`config.mk`:
```
export PLATFORM = sky130hd
export DESIGN_NAME = wdrc_top
export DESIGN_NICKNAME = d
export VERILOG_FILES = /design/src/common/wdrc_pkg.sv /design/src/common/wdrc_if.sv /design/src/design/wdrc_counter.sv /design/src/design/wdrc_qual.sv /design/src/design/wdrc_top.sv
export SDC_FILE = /design/constraint.sdc
export NUM_CORES = 1
export LEC_CHECK = 0
export BUFFER_PORTS_ARGS = -buffer_cell sky130_fd_sc_hd__buf_2
export CAP_MARGIN = 20
export CORE_MARGIN = 4
export CORE_UTILIZATION = 55
export CTS_BUF_LIST = sky130_fd_sc_hd__clkbuf_4 sky130_fd_sc_hd__clkbuf_8
export DETAILED_ROUTE_END_ITERATION = 7
export GPL_ROUTABILITY_DRIVEN = 0
export PLACE_DENSITY = 0.87
export SYNTH_ARGS = -nofsm -noshare
export SYNTH_HDL_FRONTEND = slang
export SYNTH_SLANG_ARGS = --single-unit
```
`constraint.sdc`:
```
create_clock -name clock_i -period 2.65 [get_ports clock_i]
set_input_delay 0.265 -clock clock_i [delete_from_list [all_inputs] [get_ports clock_i]]
set_output_delay 0.265 -clock clock_i [all_outputs]
set_load 0.05 [all_outputs]
```
`src/common/wdrc_pkg.sv`:
```
// constants shared by the watchdog and reset-control block
// assumes a 32-bit avalon-mm slave with byte addressing
package wdrc_pkg;
   localparam int unsigned WDRC_CNT_W = 18;
   localparam int unsigned WDRC_DLY_W = 8;
   localparam logic [3:0] WDRC_OFS_WDT_CTRL = 4'h0;
   localparam logic [3:0] WDRC_OFS_RST_FLAGS = 4'h4;
   localparam logic [3:0] WDRC_OFS_STATUS = 4'h8;
   localparam logic [3:0] WDRC_OFS_FLASH_CTRL_ONE = 4'hc;
   localparam logic [7:0] WDRC_WDT_CTRL_RST = 8'h53;
   localparam logic [4:0] WDRC_KEY_A = 5'h0a;
   localparam logic [4:0] WDRC_KEY_B = 5'h15;
   localparam logic [7:0] WDRC_FLASH_RESET_VAL = 8'h55;
   localparam int unsigned WDRC_SOFT_FLAG_BIT = 0;
   localparam int unsigned WDRC_BROWNOUT_FLAG_BIT = 2;
   localparam int unsigned WDRC_TO_BIT = 0;
   localparam int unsigned WDRC_PDF_BIT = 1;
   localparam logic WDRC_BROWNOUT_FLAG_RST = 1'b0;
   localparam int unsigned WDRC_SOFT_DLY_CYC = 4;
   localparam int unsigned WDRC_BROWNOUT_QUAL_CYC = 8;
   localparam int unsigned WDRC_OSC_KHZ = 32;

   typedef enum logic [1:0] {WDRC_ST_RUN, WDRC_ST_DELAY} wdrc_state_t;

   // overflow exponent for each timeout_select code
   function automatic logic [4:0] wdrc_exp(input logic [2:0] sel);
      case (sel)
         3'h0: wdrc_exp = 5'h08;
         3'h1: wdrc_exp = 5'h0a;
         3'h2: wdrc_exp = 5'h0c;
         3'h3: wdrc_exp = 5'h0e;
         3'h4: wdrc_exp = 5'h0f;
         3'h5: wdrc_exp = 5'h10;
         3'h6: wdrc_exp = 5'h11;
         default: wdrc_exp = 5'h12;
      endcase
   endfunction

   function automatic logic wdrc_key_ok(input logic [4:0] key);
      wdrc_key_ok = (key == WDRC_KEY_A) || (key == WDRC_KEY_B);
   endfunction
endpackage

```
`src/common/wdrc_if.sv`:
```
// carrier between the reset-control top and its counter and qualifier
// all signals are on clock_i
`timescale 1ns/10ps
interface wdrc_if;
   logic tick;
   logic clear;
   logic [2:0] sel;
   logic overflow;
   logic low_power;
   logic brownout_hit;
   modport top (input tick, input overflow, input brownout_hit,
                output clear, output sel, output low_power);
   modport ctr (output tick, output overflow, input clear, input sel);
   modport qual (input tick, input low_power, output brownout_hit);
endinterface

```
`src/design/wdrc_counter.sv`:
```
// watchdog counter advanced by edges of the low-speed oscillator
// assumes the oscillator pin is asynchronous to clock_i and much slower
`timescale 1ns/10ps
module wdrc_counter
   import wdrc_pkg::*;
(
   input wire logic clock_i,
   input wire logic rst_n_i,
   input wire logic low_speed_osc_i,
   wdrc_if.ctr bus
);
   logic [2:0] osc_q, osc_d;
   logic [WDRC_CNT_W-1:0] cnt_q, cnt_d;
   logic [WDRC_CNT_W-1:0] limit;
   logic tick;

   // only the oscillator advances the count, never the system clock
   assign tick = osc_q[1] & ~osc_q[2];
   // limit compared live, so a select change keeps the running count
   assign limit = WDRC_CNT_W'((19'h1 << wdrc_exp(bus.sel)) - 19'h1);

   always_comb begin
      osc_d = {osc_q[1:0], low_speed_osc_i};
      cnt_d = cnt_q;
      if (bus.clear) begin
         cnt_d = '0;
      end else if (tick) begin
         cnt_d = (cnt_q >= limit) ? '0 : cnt_q + 1'b1;
      end
   end

   always_ff @(posedge clock_i or negedge rst_n_i) begin
      if (!rst_n_i) begin
         osc_q <= 3'h0;
         cnt_q <= '0;
      end else begin
         osc_q <= osc_d;
         cnt_q <= cnt_d;
      end
   end

   assign bus.tick = tick;
   assign bus.overflow = tick & ~bus.clear & (cnt_q >= limit);
endmodule

```
`src/design/wdrc_qual.sv`:
```
// qualifies the low-supply indication over oscillator ticks
// assumes the comparator output is asynchronous to clock_i
`timescale 1ns/10ps
module wdrc_qual
   import wdrc_pkg::*;
#(
   parameter int unsigned QUAL_CYC = WDRC_BROWNOUT_QUAL_CYC
)
(
   input wire logic clock_i,
   input wire logic rst_n_i,
   input wire logic low_supply_i,
   wdrc_if.qual bus
);
   logic [1:0] sync_q, sync_d;
   logic [WDRC_DLY_W-1:0] cnt_q, cnt_d;
   logic hit_q, hit_d;

   always_comb begin
      sync_d = {sync_q[0], low_supply_i};
      cnt_d = cnt_q;
      hit_d = 1'b0;
      // a dip that ends before the count expires is forgotten
      // the comparator is ignored in sleep and idle
      if (!sync_q[1] || bus.low_power) begin
         cnt_d = '0;
      end else if (bus.tick) begin
         if (cnt_q >= WDRC_DLY_W'(QUAL_CYC)) begin
            hit_d = 1'b1;
            cnt_d = '0;
         end else begin
            cnt_d = cnt_q + 1'b1;
         end
      end
   end

   always_ff @(posedge clock_i or negedge rst_n_i) begin
      if (!rst_n_i) begin
         sync_q <= 2'h0;
         cnt_q <= '0;
         hit_q <= 1'b0;
      end else begin
         sync_q <= sync_d;
         cnt_q <= cnt_d;
         hit_q <= hit_d;
      end
   end

   assign bus.brownout_hit = hit_q;
endmodule

```
`src/design/wdrc_top.sv`:
```
// watchdog and reset-source control with an avalon-mm register slave
// assumes cpu strobes for clear and halt are one-cycle pulses on clock_i
//
// Design decisions made here: register access over Avalon-MM and the register addresses.
`timescale 1ns/10ps

// Overview of operation
// - watchdog count advances only on low-speed oscillator edges
// - timeout select picks overflow at 2^8 up to 2^18 oscillator cycles
// - either valid enable key keeps the watchdog running normally
// - any other key resets the device after a delay, sets soft flag
// - power-on loads the valid key, so watchdog runs from power-up
// - soft reset flag starts 0, set by key reset, cleared by software
// - overflow in normal mode resets the device and sets timeout flag
// - overflow in sleep or idle sets timeout, clears only pc and stack
// - key reset, watchdog clear or halt all clear the count
// - brownout reset only after low supply outlasts qualification time
// - brownout reset disabled in sleep and idle modes
// - brownout flag bit 2 set by brownout reset, cleared by software
// - reset flag bits 7 to 3 and bit 1 read as zero
// - writing 55h to flash control one resets the whole device
// - power-on zeroes pc and sets all port registers high
// - halt sets the power-down flag and clears the timeout flag
// - power-up and watchdog clear both clear the power-down flag
// - power-on clears both flags; brownout leaves them unchanged
module wdrc_top
   import wdrc_pkg::*;
#(
   parameter int unsigned SOFT_DLY_CYC = WDRC_SOFT_DLY_CYC,
   parameter int unsigned QUAL_CYC = WDRC_BROWNOUT_QUAL_CYC
)
(
   input wire logic clock_i,
   input wire logic rst_n_i,
   input wire logic [3:0] avs_address_i,
   input wire logic avs_read_i,
   input wire logic avs_write_i,
   input wire logic [31:0] avs_writedata_i,
   input wire logic [3:0] avs_byteenable_i,
   output logic [31:0] avs_readdata_o,
   output logic avs_waitrequest_o,
   input wire logic low_speed_osc_i,
   input wire logic low_supply_i,
   input wire logic watchdog_clear_instr_i,
   input wire logic halt_instr_i,
   input wire logic low_power_mode_i,
   output logic device_reset_o,
   output logic pc_sp_clear_o,
   output logic port_preset_o,
   output logic timeout_status_flag_o,
   output logic powerdown_flag_o
);
   wdrc_if link ();

   logic [7:0] wdt_ctrl_q, wdt_ctrl_d;
   logic soft_flag_q, soft_flag_d;
   logic brown_flag_q, brown_flag_d;
   logic to_q, to_d;
   logic pdf_q, pdf_d;
   wdrc_state_t state_q, state_d;
   logic [WDRC_DLY_W-1:0] dly_q, dly_d;
   logic ack_q, ack_d;
   logic [31:0] rdata_q, rdata_d;
   logic full_rst_q, full_rst_d;
   logic pcsp_q, pcsp_d;
   logic por_q, por_d;
   logic wr_take, rd_take;
   logic ovf_normal, ovf_sleep, flash_rst, brown_rst, soft_rst;

   wdrc_counter u_counter (
      .clock_i(clock_i),
      .rst_n_i(rst_n_i),
      .low_speed_osc_i(low_speed_osc_i),
      .bus(link.ctr)
   );

   wdrc_qual #(.QUAL_CYC(QUAL_CYC)) u_qual (
      .clock_i(clock_i),
      .rst_n_i(rst_n_i),
      .low_supply_i(low_supply_i),
      .bus(link.qual)
   );

   // one wait cycle, then the access completes at the edge after
   assign wr_take = avs_write_i & ack_q;
   assign rd_take = avs_read_i & ack_q;
   assign avs_waitrequest_o = (avs_read_i | avs_write_i) & ~ack_q;

   assign ovf_normal = link.overflow & ~low_power_mode_i;
   assign ovf_sleep = link.overflow & low_power_mode_i;
   assign flash_rst = wr_take & avs_byteenable_i[0]
                      & (avs_address_i == WDRC_OFS_FLASH_CTRL_ONE)
                      & (avs_writedata_i[7:0] == WDRC_FLASH_RESET_VAL);
   assign brown_rst = link.brownout_hit & ~low_power_mode_i;
   assign soft_rst = (state_q == WDRC_ST_DELAY) && link.tick
                     && (dly_q >= WDRC_DLY_W'(SOFT_DLY_CYC));

   assign link.sel = wdt_ctrl_q[2:0];
   assign link.low_power = low_power_mode_i;
   // the count restarts on every clear source and on any full reset
   assign link.clear = watchdog_clear_instr_i | halt_instr_i
                       | (state_q == WDRC_ST_DELAY) | full_rst_q;

   always_comb begin
      state_d = state_q;
      dly_d = dly_q;
      case (state_q)
         WDRC_ST_RUN: begin
            dly_d = '0;
            // a bad key from a write or from corruption arms the delay
            // not in a reset cycle: the key is reloaded at its end, else resets chain
            if (!wdrc_key_ok(wdt_ctrl_q[7:3]) && !full_rst_q) begin
               state_d = WDRC_ST_DELAY;
            end
         end
         WDRC_ST_DELAY: begin
            // any other full reset cancels the pending one
            if (soft_rst || full_rst_q) begin
               state_d = WDRC_ST_RUN;
            end else if (link.tick) begin
               dly_d = dly_q + 1'b1;
            end
         end
         default: begin
            state_d = WDRC_ST_RUN;
         end
      endcase
   end

   always_comb begin
      wdt_ctrl_d = wdt_ctrl_q;
      soft_flag_d = soft_flag_q;
      brown_flag_d = brown_flag_q;
      to_d = to_q;
      pdf_d = pdf_q;
      if (wr_take && avs_byteenable_i[0]) begin
         if (avs_address_i == WDRC_OFS_WDT_CTRL) begin
            wdt_ctrl_d = avs_writedata_i[7:0];
         end
         if (avs_address_i == WDRC_OFS_RST_FLAGS) begin
            soft_flag_d = avs_writedata_i[WDRC_SOFT_FLAG_BIT];
            brown_flag_d = avs_writedata_i[WDRC_BROWNOUT_FLAG_BIT];
         end
      end
      // a full reset restores the valid key, otherwise it would retrigger forever
      if (full_rst_q) begin
         wdt_ctrl_d = WDRC_WDT_CTRL_RST;
      end
      if (watchdog_clear_instr_i) begin
         pdf_d = 1'b0;
      end
      if (halt_instr_i) begin
         pdf_d = 1'b1;
         to_d = 1'b0;
      end
      // hardware sets are applied last so they win over software clears
      if (soft_rst) begin
         soft_flag_d = 1'b1;
      end
      if (brown_rst) begin
         brown_flag_d = 1'b1;
      end
      // brownout touches neither status flag
      if (link.overflow) begin
         to_d = 1'b1;
      end
   end

   always_comb begin
      ack_d = (avs_read_i | avs_write_i) & ~ack_q;
      rdata_d = rdata_q;
      if (avs_read_i && !ack_q) begin
         case (avs_address_i)
            WDRC_OFS_WDT_CTRL: rdata_d = {24'h0, wdt_ctrl_q};
            // unimplemented flag bits stay zero
            WDRC_OFS_RST_FLAGS: rdata_d = {29'h0, brown_flag_q, 1'b0, soft_flag_q};
            WDRC_OFS_STATUS: rdata_d = {30'h0, pdf_q, to_q};
            default: rdata_d = 32'h0;
         endcase
      end
      full_rst_d = ovf_normal | flash_rst | brown_rst | soft_rst;
      pcsp_d = ovf_sleep | por_q;
      por_d = 1'b0;
   end

   always_ff @(posedge clock_i or negedge rst_n_i) begin
      if (!rst_n_i) begin
         wdt_ctrl_q <= WDRC_WDT_CTRL_RST;
         soft_flag_q <= 1'b0;
         brown_flag_q <= WDRC_BROWNOUT_FLAG_RST;
         to_q <= 1'b0;
         pdf_q <= 1'b0;
         state_q <= WDRC_ST_RUN;
         dly_q <= '0;
         ack_q <= 1'b0;
         rdata_q <= 32'h0;
         full_rst_q <= 1'b0;
         pcsp_q <= 1'b1;
         por_q <= 1'b1;
      end else begin
         wdt_ctrl_q <= wdt_ctrl_d;
         soft_flag_q <= soft_flag_d;
         brown_flag_q <= brown_flag_d;
         to_q <= to_d;
         pdf_q <= pdf_d;
         state_q <= state_d;
         dly_q <= dly_d;
         ack_q <= ack_d;
         rdata_q <= rdata_d;
         full_rst_q <= full_rst_d;
         pcsp_q <= pcsp_d;
         por_q <= por_d;
      end
   end

   assign avs_readdata_o = rdata_q;
   assign device_reset_o = full_rst_q;
   assign pc_sp_clear_o = pcsp_q;
   assign port_preset_o = por_q;
   assign timeout_status_flag_o = to_q;
   assign powerdown_flag_o = pdf_q;
endmodule
```
==> out/qor.yml <==
drt_drc_violations_left: 0
synth_edf_count: 0
syn_area_sq_mm: 0.003837
cts-hold-fix-buffers: 1
cts_setup_buffers: 0
period_share_pct: 86.85
pin_count: 87
grt_pass1_wl_um: 13910
end_kind: "flip-flop"
reg2reg_slack_ns: 0.35
min_path_type: "input pin to flip-flop"
syn_area_per_cell_sq_um: 9.789
finClkSkew_ns: 0.006479
cts_tree: "yes"
arrival_ns: 2.59
hp-start: "low_speed_osc_i"
clockRootBuffer: "clkbuf_8"
die_w_um: 91.53
final.setup.tns_ns: 0
status: "complete, no violations"
synth_seq_cells: 65
reg2reg_depth: 7
fin_area_sq_mm: 0.004185
drive_above_1_share_pct: 18.86
syn_inst: 392
placed_area_sq_mm: 0.003989
relSlewSlack_pct: 49.86
fmax_mhz: 434.5
clkLatencyLatePin_ns: 0.35
rows: 30
yosysSeqAreaShare_pct: 42.58
worstReg2RegStart: "wdt_ctrl_q[1]$_DFFE_PN1P_"
port-buffer-count: 35
gr-usage-all-layers_pct: 20.58
dp.cells: 518
grt_pass1_vias: 2952
p_total_mw: 2.442
syn2layout_area_growth_pct: 9.064
drt-total-wl_um: 8080
finalSetupViolCount: 0
layout_commonest_cell: "dfrtp_1"
grt_max_degree: 35
dieHeight_um: 91.53
ys_types: 61
startpoint_type: "flip-flop"
ys.flop_type: "dfrtp_1"
vdd_drop_max_v: 0.0004417
final_util_pct: 61.60
num-nets-final: 505
reg2reg_to: "device_reset_o$_DFF_PN0_"
rsz0062_at_grt: "false"
critPathMaxFanout: 10
n_antenna_cell: 0
antenna_found_initial: 0
hold_path_end: "u_counter.osc_q[0]$_DFF_PN0_"
core_area_sq_mm: 0.006794
post-dp-hpwl_um: 5903
drv_slew: 0
vias: 3061
dr.pass1.iters: 4
hold_ws_ns: 0.02285
tightest_slew_ns: 0.7521
start_util_pct: 56.48
async_flop_share_pct: 100.0
first_iter_violations: 298
worst_slack_ns: 0.3484
wl_per_cell_um: 15.07
powerDensity_mw_per_mm2: 583.6
critPathRequiredTime_ns: 2.94
synth_warnings: 0
period_needed_ns: 2.302
cts_made_buffers: 9
stdcell_count: 536
power.leakage_nw: 1.995
clockBufferDepth: 2
die_area_sq_mm: 0.008378
clk_pin_slew_ns: 0.07
cts.sinks: 65
final_cell_mix: "dfrtp_1 (59), nand2_1 (48), buf_2 (35)"
cts_max_level: 3
finalHoldViolCount: 0
crit_type: "flip-flop to flip-flop"
cap_violations: 0
viasPerCell: 5.711
drtAntennaViolNets: 0
cts_repair_resize_count: 0
pre_cts_slack_ns: 0.3403
whs_path_depth: 1
overflow: 0
==> metal layers <==
metal	GRT usage (%)	share of wire (%)	up-vias
li1	-	-	1447
met1	27.21	44	1492
met2	32.14	48	105
met3	5.965	6.2	17
met4	7.286	1.6	0
met5	0	0	-
==> cell families after synthesis <==
logic type / count (synthesis) / synth area share (%)
multiplexers: 9 / 2.348
other: 1 / 0.09772
AND/OR/NAND/NOR: 175 / 25.30
flip-flops: 65 / 42.58
buffers and inverters: 51 / 9.162
adder cells (fa/ha/maj): 21 / 6.847
XOR/XNOR: 6 / 1.369
AO/OA/AOI/OAI: 64 / 12.29
==> flip-flops by register name (all words and copies together), names as in the netlist <==
register                 cells
device_reset_o               1
u_qual.bus.brownout_hit      1
pc_sp_clear_o                1
wdt_ctrl_q                   8
u_qual.cnt_q                 8
brown_flag_q                 1
ack_q                        1
dly_q                        8
u_counter.osc_q              3
powerdown_flag_o             1
u_qual.sync_q                2
state_q                      1
soft_flag_q                  1
avs_readdata_o               8
timeout_status_flag_o        1
port_preset_o                1
u_counter.cnt_q             18
==> report_power, final <==
group	switching (mW)	total, mW	internal (mW)
sequential	0.110	1.20	1.10
clock	0.386	0.757	0.372
combinational	0.310	0.480	0.170
total	0.805	2.44	1.64
==> how the worst max path moves through the flow <==
stage / to / cells after the start / slack, ns / from
4_1_cts: device_reset_o$_DFF_PN0_ / 7 / 0.32 / wdt_ctrl_q[1]$_DFFE_PN1P_
3_5_place_dp: device_reset_o$_DFF_PN0_ / 7 / 0.34 / wdt_ctrl_q[1]$_DFFE_PN1P_
2_1_floorplan: u_counter.cnt_q[2]$_DFFE_PN0P_ / 8 / 0.42 / wdt_ctrl_q[1]$_DFFE_PN1P_
3_3_place_gp: device_reset_o$_DFF_PN0_ / 7 / 0.40 / wdt_ctrl_q[1]$_DFFE_PN1P_
6_report: device_reset_o$_DFF_PN0_ / 7 / 0.35 / wdt_ctrl_q[1]$_DFFE_PN1P_
5_1_grt: device_reset_o$_DFF_PN0_ / 7 / 0.15 / wdt_ctrl_q[1]$_DFFE_PN1P_
==> final cells by class <==
cell class | instances | area [sq um]
clock buffers | 11 | 145.1
repair buffers | 43 | 252.7
well taps | 96 | 120.1
multi-input cells | 305 | 1961
fillers | 564 | 2609
inverters | 11 | 41.29
flip-flops and latches | 65 | 1634
clock inverters | 5 | 31.28
==> synth_stat cells (5+ instances only) <==
cell | count | area share, %
o2111ai_1 | 13 | 3.0
inv_1 | 11 | 1.1
o21ai_0 | 9 | 1.2
nor3_1 | 18 | 2.3
a21oi_1 | 10 | 1.3
dfrtp_1 | 59 | 38
ha_1 | 21 | 6.8
nand3_1 | 13 | 1.7
buf_6 | 6 | 1.8
a22o_1 | 5 | 1.1
and2_1 | 9 | 1.5
and3_1 | 13 | 2.1
dfstp_2 | 6 | 4.1
nor2_1 | 18 | 1.8
nand2_1 | 48 | 4.7
buf_4 | 25 | 4.9
nand4_1 | 8 | 1.3
o21ai_1 | 5 | 0.65
mux2i_1 | 9 | 2.3
clkbuf_1 | 6 | 0.59
nor2b_1 | 8 | 1.3
==> worst max-delay path: stages (launching register included) <==
cell and delay [ns]:
dfstp_2 0.63, o21ai_0 0.11, ha_1 0.32, nand4_1 0.14, nor3_2 0.33, o31ai_4 0.16, a31oi_1 0.35, o21a_1 0.19
Note: power is estimated with default switching activity, not from simulation.
